$ cat config.mk
export PLATFORM = sky130hd
export DESIGN_NAME = tosc_top
export DESIGN_NICKNAME = d
export VERILOG_FILES = /design/src/core/tosc_pkg.sv /design/src/core/tosc_chan_counter.sv /design/src/core/tosc_top.sv
export SDC_FILE = /design/constraint.sdc
export NUM_CORES = 1
export LEC_CHECK = 0
export BUFFER_PORTS_ARGS = -buffer_cell sky130_fd_sc_hd__buf_2
export CAP_MARGIN = 10
export CORE_ASPECT_RATIO = 1.75
export CORE_UTILIZATION = 34
export DETAILED_ROUTE_END_ITERATION = 8
export GPL_TIMING_DRIVEN = 0
export SLEW_MARGIN = 20
export SYNTH_ARGS = -nofsm -noshare
export SYNTH_HDL_FRONTEND = slang
export SYNTH_SLANG_ARGS = --single-unit
$ cat constraint.sdc
create_clock -name CLOCK_I -period 6.1 [get_ports CLOCK_I]
set_input_delay 0.61 -clock CLOCK_I [delete_from_list [all_inputs] [get_ports CLOCK_I]]
set_output_delay 0.61 -clock CLOCK_I [all_outputs]
set_load 0.005 [all_outputs]
$ cat src/core/tosc_pkg.sv
/*
 Constants for the timer output and start control block.
 Assumes one 40 MHz clock, a synchronous active high reset and a word-aligned Avalon-MM slave.
*/
// How it works
// - Bit 1 of the 8-bit pin latch sets the pin level: 0 drives low, 1 drives high.
// - Pin direction bit 0 turns the output buffer on and 1 turns it off.
// - With its output enable clear, a channel output bit takes software writes as the pin level.
// - With its output enable set, the timer toggles the output bit and software writes are ignored.
// - The output enable register is 32 bits, with channel enables in bits 3..0 and zeros above.
// - Writing 1 to start bit 3 sets channel 3 enabled; writing 0 there does nothing.
// - Writing 1 to start bit 0 sets channel 0 enabled; writing 0 there does nothing.
// - An enabled channel starts counting at once or on its trigger input, as its mode selects.
// - The start register holds channel starts in bits 3..0 and high half starts in bits 9 and 11.
// - A channel output bit shows the present output value, 0 low and 1 high.
// - A polarity bit of 0 gives active high output and 1 gives active low output.
package tosc_pkg;

    localparam int         NUM_CH       = 4;
    localparam int         CH0          = 0;
    localparam int         CH3          = 3;
    localparam int         PIN1_BIT     = 1;
    localparam int         HH_CH1_BIT   = 9;
    localparam int         HH_CH3_BIT   = 11;

    localparam logic [5:0] OFS_LATCH    = 6'h00;
    localparam logic [5:0] OFS_DIR      = 6'h04;
    localparam logic [5:0] OFS_OE       = 6'h08;
    localparam logic [5:0] OFS_POL      = 6'h0C;
    localparam logic [5:0] OFS_TOV      = 6'h10;
    localparam logic [5:0] OFS_START    = 6'h14;
    localparam logic [5:0] OFS_STOP     = 6'h18;
    localparam logic [5:0] OFS_STATUS   = 6'h1C;
    localparam logic [5:0] OFS_MODE     = 6'h20;
    localparam logic [5:0] OFS_PIN_IN   = 6'h24;
    localparam logic [5:0] OFS_PERIOD0  = 6'h30;
    localparam logic [5:0] PERIOD_STEP  = 6'h04;

    localparam logic [7:0]  RST_LATCH   = 8'h00;
    localparam logic [7:0]  RST_DIR     = 8'hFF;
    localparam logic [3:0]  RST_OE      = 4'h0;
    localparam logic [3:0]  RST_POL     = 4'h0;
    localparam logic [3:0]  RST_TOV     = 4'h0;
    localparam logic [3:0]  RST_MODE    = 4'h0;
    localparam logic [15:0] RST_PERIOD  = 16'h00FF;

endpackage : tosc_pkg

$ cat src/core/tosc_chan_counter.sv
/*
 Down counter of one timer channel, reloading from its period.
 Assumes the parent holds count_en_i high while the channel runs.
*/
module tosc_chan_counter
    import tosc_pkg::*;
(
    input  wire logic        clk_i,
    input  wire logic        rst_i,
    input  wire logic        count_en_i,
    input  wire logic        restart_i,
    input  wire logic [15:0] period_i,
    output logic             tc_o,
    output logic [15:0]      count_o
);

    typedef struct packed {
        logic [15:0] cnt;
        logic        tc;
    } tosc_cnt_state_t;

    tosc_cnt_state_t s_r;
    tosc_cnt_state_t s_nxt;

    always_comb begin
        s_nxt    = s_r;
        s_nxt.tc = 1'b0;
        if (restart_i || !count_en_i) begin
            s_nxt.cnt = period_i;
        end else if (s_r.cnt == 16'h0000) begin
            s_nxt.cnt = period_i;
            s_nxt.tc  = 1'b1;
        end else begin
            s_nxt.cnt = s_r.cnt - 16'h0001;
        end
    end

    always_ff @(posedge clk_i) begin
        if (rst_i) begin
            s_r     <= '0;
            s_r.cnt <= RST_PERIOD;
        end else begin
            s_r <= s_nxt;
        end
    end

    assign tc_o    = s_r.tc;
    assign count_o = s_r.cnt;

endmodule : tosc_chan_counter

$ cat src/core/tosc_top.sv
/*
 Pin latch, pin direction, timer output enable, polarity and channel start control.
 Assumes an Avalon-MM master holding each request until waitrequest is low.
*/
module tosc_top
    import tosc_pkg::*;
(
    input  wire logic        CLOCK_I,
    input  wire logic        RST_I,
    input  wire logic [5:0]  ADDRESS_I,
    input  wire logic        READ_I,
    input  wire logic        WRITE_I,
    input  wire logic [31:0] WRITEDATA_I,
    input  wire logic [3:0]  BYTEENABLE_I,
    output logic      [31:0] READDATA_O,
    output logic             WAITREQUEST_O,
    input  wire logic [7:0]  PIN_I,
    output logic      [7:0]  PIN_O,
    output logic      [7:0]  PIN_OE_O,
    input  wire logic [3:0]  TRIG_I,
    output logic      [3:0]  TMR_O,
    output logic      [3:0]  CH_ENABLED_O,
    output logic      [3:0]  CH_COUNTING_O
);

    typedef struct packed {
        logic             ack;
        logic [31:0]      rdata;
        logic [7:0]       latch;
        logic [7:0]       dir;
        logic [7:0]       pin_oe;
        logic [3:0]       oe;
        logic [3:0]       pol;
        logic [3:0]       tov;
        logic [3:0]       tmr;
        logic [3:0]       te;
        logic [1:0]       hh;
        logic [3:0]       mode;
        logic [3:0]       run;
        logic [3:0]       trig_s1;
        logic [3:0]       trig_s2;
        logic [3:0]       trig_d;
        logic [7:0]       pin_s1;
        logic [7:0]       pin_s2;
        logic [3:0][15:0] period;
    } tosc_state_t;

    tosc_state_t s_r;
    tosc_state_t s_nxt;

    logic [3:0]  tc;
    logic [5:0]  word_addr;
    logic        wr_acc;
    logic        rd_first;
    logic [3:0]  start_v;
    logic [3:0]  stop_v;
    logic [3:0]  restart;
    logic [31:0] rd_val;

    function automatic logic [15:0] merge16(input logic [15:0] old_v,
                                            input logic [31:0] d,
                                            input logic [3:0]  be);
        merge16 = {be[1] ? d[15:8] : old_v[15:8], be[0] ? d[7:0] : old_v[7:0]};
    endfunction : merge16

    function automatic logic [5:0] period_ofs(input int c);
        period_ofs = OFS_PERIOD0 + 6'(c) * PERIOD_STEP;
    endfunction : period_ofs

    assign word_addr     = {ADDRESS_I[5:2], 2'b00};
    assign WAITREQUEST_O = (READ_I || WRITE_I) && !s_r.ack;
    assign wr_acc        = WRITE_I && s_r.ack;
    assign rd_first      = READ_I && !s_r.ack;

    // Start and stop strobes live for one cycle only
    assign start_v = (wr_acc && word_addr == OFS_START && BYTEENABLE_I[0])
                     ? WRITEDATA_I[3:0] : 4'h0;
    assign stop_v  = (wr_acc && word_addr == OFS_STOP && BYTEENABLE_I[0])
                     ? WRITEDATA_I[3:0] : 4'h0;
    assign restart = start_v;

    genvar g;
    generate
        for (g = 0; g < NUM_CH; g++) begin : g_ch
            tosc_chan_counter u_cnt (
                .clk_i      (CLOCK_I),
                .rst_i      (RST_I),
                .count_en_i (s_r.run[g]),
                .restart_i  (restart[g]),
                .period_i   (s_r.period[g]),
                .tc_o       (tc[g]),
                .count_o    ()
            );
        end
    endgenerate

    // Read mux
    always_comb begin
        rd_val = 32'h0000_0000;
        unique case (word_addr)
            OFS_LATCH:  rd_val = {24'h00_0000, s_r.latch};
            OFS_DIR:    rd_val = {24'h00_0000, s_r.dir};
            OFS_OE:     rd_val = {28'h000_0000, s_r.oe};
            OFS_POL:    rd_val = {28'h000_0000, s_r.pol};
            OFS_TOV:    rd_val = {28'h000_0000, s_r.tov};
            OFS_START:  rd_val = 32'h0000_0000;
            OFS_STATUS: rd_val = {20'h0_0000, s_r.hh[1], 1'b0, s_r.hh[0], 1'b0,
                                  s_r.run, s_r.te};
            OFS_MODE:   rd_val = {28'h000_0000, s_r.mode};
            OFS_PIN_IN: rd_val = {24'h00_0000, s_r.pin_s2};
            default: begin
                for (int c = 0; c < NUM_CH; c++) begin
                    if (word_addr == period_ofs(c)) begin
                        rd_val = {16'h0000, s_r.period[c]};
                    end
                end
            end
        endcase
    end

    always_comb begin
        s_nxt         = s_r;
        s_nxt.ack     = (READ_I || WRITE_I) && !s_r.ack;
        s_nxt.rdata   = rd_first ? rd_val : s_r.rdata;
        s_nxt.trig_s1 = TRIG_I;
        s_nxt.trig_s2 = s_r.trig_s1;
        s_nxt.trig_d  = s_r.trig_s2;
        s_nxt.pin_s1  = PIN_I;
        s_nxt.pin_s2  = s_r.pin_s1;

        if (wr_acc && BYTEENABLE_I[0]) begin
            if (word_addr == OFS_LATCH) begin
                s_nxt.latch = WRITEDATA_I[7:0];
            end
            if (word_addr == OFS_DIR) begin
                s_nxt.dir = WRITEDATA_I[7:0];
            end
            if (word_addr == OFS_OE) begin
                s_nxt.oe = WRITEDATA_I[3:0];
            end
            if (word_addr == OFS_POL) begin
                s_nxt.pol = WRITEDATA_I[3:0];
            end
            if (word_addr == OFS_MODE) begin
                s_nxt.mode = WRITEDATA_I[3:0];
            end
        end
        for (int c = 0; c < NUM_CH; c++) begin
            if (wr_acc && word_addr == period_ofs(c)) begin
                s_nxt.period[c] = merge16(s_r.period[c], WRITEDATA_I, BYTEENABLE_I);
            end
        end

        for (int c = 0; c < NUM_CH; c++) begin
            // Start wins over a stop in the same cycle
            s_nxt.te[c]  = (s_r.te[c] && !stop_v[c]) || start_v[c];
            s_nxt.run[c] = s_nxt.te[c] &&
                           (s_r.run[c] ||
                            (start_v[c] && !s_r.mode[c]) ||
                            (s_r.mode[c] && s_r.trig_s2[c] && !s_r.trig_d[c]));
            if (s_r.oe[c]) begin
                if (tc[c] && s_r.run[c]) begin
                    s_nxt.tov[c] = !s_r.tov[c];
                end
            end else if (wr_acc && word_addr == OFS_TOV && BYTEENABLE_I[0]) begin
                s_nxt.tov[c] = WRITEDATA_I[c];
            end
        end

        // High half starts for channels 1 and 3
        if (wr_acc && word_addr == OFS_START && BYTEENABLE_I[1]) begin
            s_nxt.hh[0] = s_r.hh[0] || WRITEDATA_I[HH_CH1_BIT];
            s_nxt.hh[1] = s_r.hh[1] || WRITEDATA_I[HH_CH3_BIT];
        end
        if (wr_acc && word_addr == OFS_STOP && BYTEENABLE_I[1]) begin
            s_nxt.hh[0] = s_r.hh[0] && !WRITEDATA_I[HH_CH1_BIT];
            s_nxt.hh[1] = s_r.hh[1] && !WRITEDATA_I[HH_CH3_BIT];
        end

        s_nxt.tmr    = s_nxt.tov ^ s_nxt.pol;
        s_nxt.pin_oe = ~s_nxt.dir;
    end

    always_ff @(posedge CLOCK_I) begin
        if (RST_I) begin
            s_r        <= '0;
            s_r.latch  <= RST_LATCH;
            s_r.dir    <= RST_DIR;
            s_r.pin_oe <= ~RST_DIR;
            s_r.oe     <= RST_OE;
            s_r.pol    <= RST_POL;
            s_r.tov    <= RST_TOV;
            s_r.tmr    <= RST_TOV ^ RST_POL;
            s_r.mode   <= RST_MODE;
            s_r.period <= {NUM_CH{RST_PERIOD}};
        end else begin
            s_r <= s_nxt;
        end
    end

    assign READDATA_O    = s_r.rdata;
    assign PIN_O         = s_r.latch;
    assign PIN_OE_O      = s_r.pin_oe;
    assign TMR_O         = s_r.tmr;
    assign CH_ENABLED_O  = s_r.te;
    assign CH_COUNTING_O = s_r.run;
endmodule : tosc_top

### Yosys cells after proc, flatten, opt, wreduce, memory -nomap -nowiden

Cells that the tools add are included.

| operators by class | value |
|---|---|
| add/sub/neg operators | 4 |
| equality and inequality tests | 13 |
| muxes and demuxes | 37 |
| bitwise gates (word level) | 2 |
| reductions and logical operators | 105 |

Operators by type and width:

| cell | number |
|---|---|
| case mux 32 bit (9 select lines) | 1 |
| two-way mux 16 bit | 9 |
| two-way mux 32 bit | 3 |
| zero test 16 bit | 4 |
| subtractor 16 x 1 -> 16 bit (second input constant) | 4 |
| logical AND 1 bit | 42 |
| equality test 4 bit (second input constant) | 6 |
| zero test 1 bit | 23 |
| AND reduction 2 bit | 11 |
| logical OR 1 bit | 19 |
| equality test 4 x 3 -> 1 bit (second input constant) | 4 |
| two-way mux 1 bit | 16 |
| two-way mux 4 bit | 4 |
| two-way mux 8 bit | 2 |
| equality test 4 x 2 -> 1 bit (second input constant) | 2 |
| inverter 8 bit | 1 |
| OR reduction 2 bit | 4 |
| zero test 6 bit | 1 |
| equality test 4 x 1 -> 1 bit (second input constant) | 1 |
| two-way mux 2 bit | 2 |
| XOR 4 bit | 1 |
| nonzero test 2 bit | 1 |

| word-level totals | value |
|---|---|
| register bits after elaboration | 247 |
| input bits | 58 |
| output and inout port bits | 61 |
| word-level logic and storage cells | 195 |

### Depth between registers and ports, before layout

| logic depth | value |
|---|---|
| depth in word-level cells | 8 |
| depth in mapped cells | 9 |
| mapped depth without buffers | 7 |

### By module

A second synthesis with hierarchy kept.

| unflattened totals | value |
|---|---|
| cell total of the unflattened synthesis | 1196 |
| area total of the unflattened synthesis | 11218.3 um^2 |

By module, submodules not included:

| module | instances | cells an instance | area an instance (um^2) | seq. area each (um^2) |
|---|---|---|---|---|
| tosc_top | 1 | 767 | 7442.1 | 3263.1 |
| tosc_chan_counter (g_ch[0].u_cnt ...) | 3 | 109 | 943.4 | 340.3 |
| tosc_chan_counter (g_ch[3].u_cnt) | 1 | 102 | 945.9 | 340.3 |

### Worst setup path before layout

OpenSTA, ideal clock, no wires.

| timing path | value |
|---|---|
| kind | input -> register |
| from | input ADDRESS_I[5] |
| to | register s_r[10] (netlist name) |
| setup time | 0.128 ns |
| arrival | 2.042 ns |
| required time | 5.972 ns |
| path slack | 3.930 ns |
| cell stages on the path | 7 |
| path buffers | 2 |
| path through | buf_2 -> and2_1 -> buf_4 -> nand4_1 -> nor3_2 -> mux2i_1 -> nor2_1 |

| on the way | value |
|---|---|
| word-level cells in the longest chain between the ends | 3 |

RTL lines:

| what | RTL line | source |
|---|---|---|
| start: declaration | tosc_top.sv:10 | `input wire logic [5:0] ADDRESS_I,` |
| equality test 4 bit | tosc_top.sv:149 | `if (wr_acc && word_addr == period_ofs(c)) begin` |
| logical AND 1 bit | tosc_top.sv:149 |  |
| AND reduction 2 bit (no line) | n/a |  |
| end signal: assignment | tosc_top.sv:197 | `s_r <= s_nxt;` |
| end: declaration | tosc_top.sv:48 | `tosc_state_t s_r;` |

Every way passes these cells.
A chain may end at the register's enable or synchronous reset.

### Worst setup path after layout

| timing path | value |
|---|---|
| from | register g_ch[3].u_cnt.s_r, in the netlist g_ch[3].u_cnt.count_o[3] |
| to | register g_ch[3].u_cnt.s_r, in the netlist g_ch[3].u_cnt.count_o[7] |

| on the way | value |
|---|---|
| word-level cells in the longest chain between the ends | 3 |
| elaborated cells between the ends (all ways) | 4 |
| classes of those cells | 1 x add/sub; 2 x mux; 1 x reduce/logical |

RTL lines:

| what | RTL line | source |
|---|---|---|
| start: declaration | tosc_chan_counter.sv:22 | `tosc_cnt_state_t s_r;` |
| start signal: assignment | tosc_chan_counter.sv:43 | `s_r <= s_nxt;` |
| subtractor 16 x 1 -> 16 bit / zero test 16 bit (equally long branches) | tosc_chan_counter.sv:34, tosc_chan_counter.sv:30 |  |
| two-way mux 16 bit (*) | tosc_chan_counter.sv:30 | `end else if (s_r.cnt == 16'h0000) begin` |
| two-way mux 16 bit (*) | tosc_chan_counter.sv:28 | `if (restart_i \|\| !count_en_i) begin` |

Every way passes the cells marked *; elsewhere a longest branch is shown, timed or not.

==> impl_metrics.tcl <==
set metrics [dict create \
    place_ws_ns 3.02 \
    fin_tns_setup_ns 0 \
    tightest_slew_ns 0.957 \
    hold_viol 0 \
    synth_xor_area_share_pct 5.16 \
    setup_violations 0 \
    crit_fanout 10 \
    hold_path.class "input port to flip-flop" \
    cts_resized 0 \
    grt_util_all_layers_pct 22.4 \
    rows 84 \
    die_area_um2 31700 \
    yosysUniqueCellTypes 57 \
    fillers 3111 \
    sw_frac_of_total_pct 23.5 \
    ys_dominant_reg_cell "dfxtp_1" \
    fin_crit_ns 2.67 \
    hold_buffers 0 \
    cp-start-kind "flip-flop" \
    p_per_area_nw_per_um2 259 \
    cp.required_ns 6.47 \
    synthAdderAreaFrac_pct 0.952 \
    h-tree-depth 1 \
    intPower_w 0.00241 \
    synth_compound_area_share_pct 13.0 \
    antenna_found_initial 0 \
    die_y_um 235 \
    dpl.hpwl_um 27000 \
    synth_top_area_share_pct 44.0 \
    nets 1368 \
    p_seq_share_pct 48.7 \
    maxSlewHeadroom_pct 35.9 \
    drt_pass1_iterations 5 \
    chipWidth_um 135 \
    pwr-share-comb_pct 6.0 \
    drc 0 \
    gp_congestion 0.977 \
    cp_slowest_cell "nor4_2" \
    slowest_delay_ns 0.63 \
    clk_latency_ns 0.52 \
    critPathCaptureType "flip-flop" \
    post-route-period-util_pct 43.8 \
    numCtsBuffers 22 \
    ys_seq_area_share_pct 44.0 \
    p_leak_nw 4.93 \
    synth_top_family_by_area "simple AND/OR/NAND/NOR gates" \
    syn_avg_cell_area_um2 8.86 \
    diodes 0 \
    ys_warn_count 0 \
    setup_ws_ns 3.43 \
    grt_pass1_wl_um 52900 \
    clock_power_share_pct 45.4 \
    dp_cells 1665 \
    maxCapViolCount 0 \
    wirelength_um 35200 \
    cts_sinks 231 \
    synth_edf_count 0 \
    finClkSkew_ns 0.0132 \
    final_max_slew_viol_count 0 \
    drive_above_1_share_pct 15.7 \
    outcome "finished clean" \
    rsz0062_at_grt "no" \
    ys_ff_latch 231 \
    vias_per_cell 5.31 \
    cts_tree "yes" \
    wl_per_cell_um 20.7 \
    clk_path_buf_depth 3 \
    cts_setup_buffers 0 \
    cp_cell_sequence "nor4_2 > nand4_1 > and3_1 > clkbuf_1 > buf_2 > nor3_1 > a31oi_1" \
    coreArea_um2 30300 \
    port_buffers 76 \
    synth_area_leaders "dfxtp_1, mux2i_1, nand2_1" \
    async_reset_ff_share_pct 0 \
    drtIter0Drc 593 \
    first_global_vias 8994 \
    start_util_pct 34.7 \
    path_class "flip-flop to flip-flop" \
    antenna_left 0 \
    worst_ep_arrival_time_ns 3.04 \
    vias 9050 \
    finalNonFillerCells 1703 \
    max_freq_mhz 374 \
    grt_max_degree 16 \
    synth_area_um2 10500 \
    clkTransAtPathRegs_ns 0.07 \
    power.net_switching_w 0.000742 \
    peakVddDrop_mv 0.175 \
    synth-simple-area-share_pct 20.2 \
    synth_mux_area_share_pct 9.22 \
    clockRootBuffer "clkbuf_16" \
    overflow 0 \
    synth_largest_area_cell "dfxtp_1" \
    ios 119 \
    syn_inst 1187 \
    area_growth_pct 15.8 \
]
## cell families (layout without fill, tap and decap cells)
kind of cell,count (synthesis),after routing
flops,231,231
buf+inv,145,259
fa+ha+maj,8,8
compound gates,221,221
other cells,1,16
simple gates,430,430
mux,89,89
xor+xnor,62,62
## state kept, by name, summed over array words and instances (netlist names), named ones only
register            cells
s_r                   101
g_ch.u_cnt.count_o     64
READDATA_O             16
s_nxt                  16
PIN_OE_O                8
PIN_O                   8
CH_COUNTING_O           4
CH_ENABLED_O            4
TMR_O                   4
g_ch.u_cnt.tc_o         4
## worst paths after layout
| check | depth (start not counted) | from | slack, ns | to |
|---|---|---|---|---|
| min reg2reg | 1 | s_nxt[84]$_SDFF_PP0_ | 0.44 | s_nxt[80]$_SDFF_PP0_ |
| max reg2reg | 7 | g_ch[3].u_cnt.count_o[3]$_SDFF_PP1_ | 3.43 | g_ch[3].u_cnt.count_o[7]$_SDFF_PP1_ |
| max | 7 | g_ch[3].u_cnt.count_o[3]$_SDFF_PP1_ | 3.43 | g_ch[3].u_cnt.count_o[7]$_SDFF_PP1_ |
| min | 2 | PIN_I[2] | 0.29 | s_nxt[66]$_SDFF_PP0_ |
## metal layers
layer	up-vias	track usage [%]	wire length, um
met4	0	17.4	2850
met2	317	41.6	18600
met3	142	2.31	1700
met5	-	0	0
li1	4307	-	-
met1	4284	22.3	12100
## Yosys cell counts (all sizes together), types with 2 or more instances
cell,count
a32oi,2
inv,16
mux2,3
o31ai,2
dfxtp,231
nor2,100
nor2b,39
nand3,35
clkbuf,53
or3,6
nand4b,6
nor4,18
a22o,3
a21oi,57
o211ai,37
mux2i,80
nor3b,3
nand4,10
o21ai,55
xnor2,25
nor3,35
o21a,5
and3,6
ha,8
a311oi,3
and2,13
a211oi,5
and4,2
or2,2
buf,76
a41oi,3
nand2b,2
or4,6
xor2,37
nand2,143
a22oi,17
o22ai,12
a31oi,14
mux4,6
## placed cells by master, fill, tap and decap left out, types with 16 or more instances in the layout
| master | count |
|---|---|
| dfxtp_1 | 231 |
| nand2_1 | 143 |
| nor2_1 | 98 |
| buf_2 | 85 |
| mux2i_1 | 80 |
| buf_4 | 61 |
| clkbuf_1 | 57 |
| a21oi_1 | 57 |
| o21ai_0 | 55 |
| nor2b_1 | 39 |
| o211ai_1 | 37 |
| xor2_1 | 37 |
| nand3_1 | 35 |
| nor3_1 | 31 |
| xnor2_1 | 25 |
| clkbuf_16 | 23 |
| a22oi_1 | 17 |
| inv_1 | 16 |
| conb_1 | 16 |
## worst max-delay path, delay by kind of cell (launching register included)
kind,cells,cell delay [ns]
buf+inv,2,0.39
compound gates,1,0.06
simple gates,4,1.74
flops,1,0.33
## per-stage QoR
| step | cell area [um2] | utilization, % | hold WS, ns | power (W) |
|---|---|---|---|---|
| after global placement | 11400 | 37.8 | 0.417 | 0.00175 |
| final | 12200 | 40.2 | 0.292 | 0.00315 |
| after floorplan | 10600 | - | 0.414 | 0.00167 |
| after detailed placement | 11400 | 37.8 | 0.425 | 0.00175 |
| after global routing | 12200 | 40.2 | 0.295 | 0.00324 |
| after CTS | 12200 | 40.2 | 0.279 | 0.00317 |
## power by group through the flow
stage / registers (W) / logic [W] / clock network, W
after floorplan: 0.00156 / 0.000108 / 0
after global placement: 0.00157 / 0.000184 / 0
after detailed placement: 0.00157 / 0.000185 / 0
after CTS: 0.00153 / 0.000186 / 0.00145
after global routing: 0.00153 / 0.000200 / 0.00150
final: 0.00153 / 0.000189 / 0.00143
## cell type report
| class | count | area, um2 | share of cell area (%) |
|---|---|---|---|
| clock inverter | 7 | 98.8 | 0.812 |
| clock buffer | 31 | 646 | 5.30 |
| buffer | 129 | 724 | 5.95 |
| multi-input combinational | 826 | 5160 | 42.4 |
| timing repair buffer | 76 | 380 | 3.12 |
| tap | 387 | 484 | 3.98 |
| inverter | 16 | 60.1 | 0.493 |
| sequential | 231 | 4620 | 38.0 |
No activity file was read; power rests on OpenSTA's default activity.
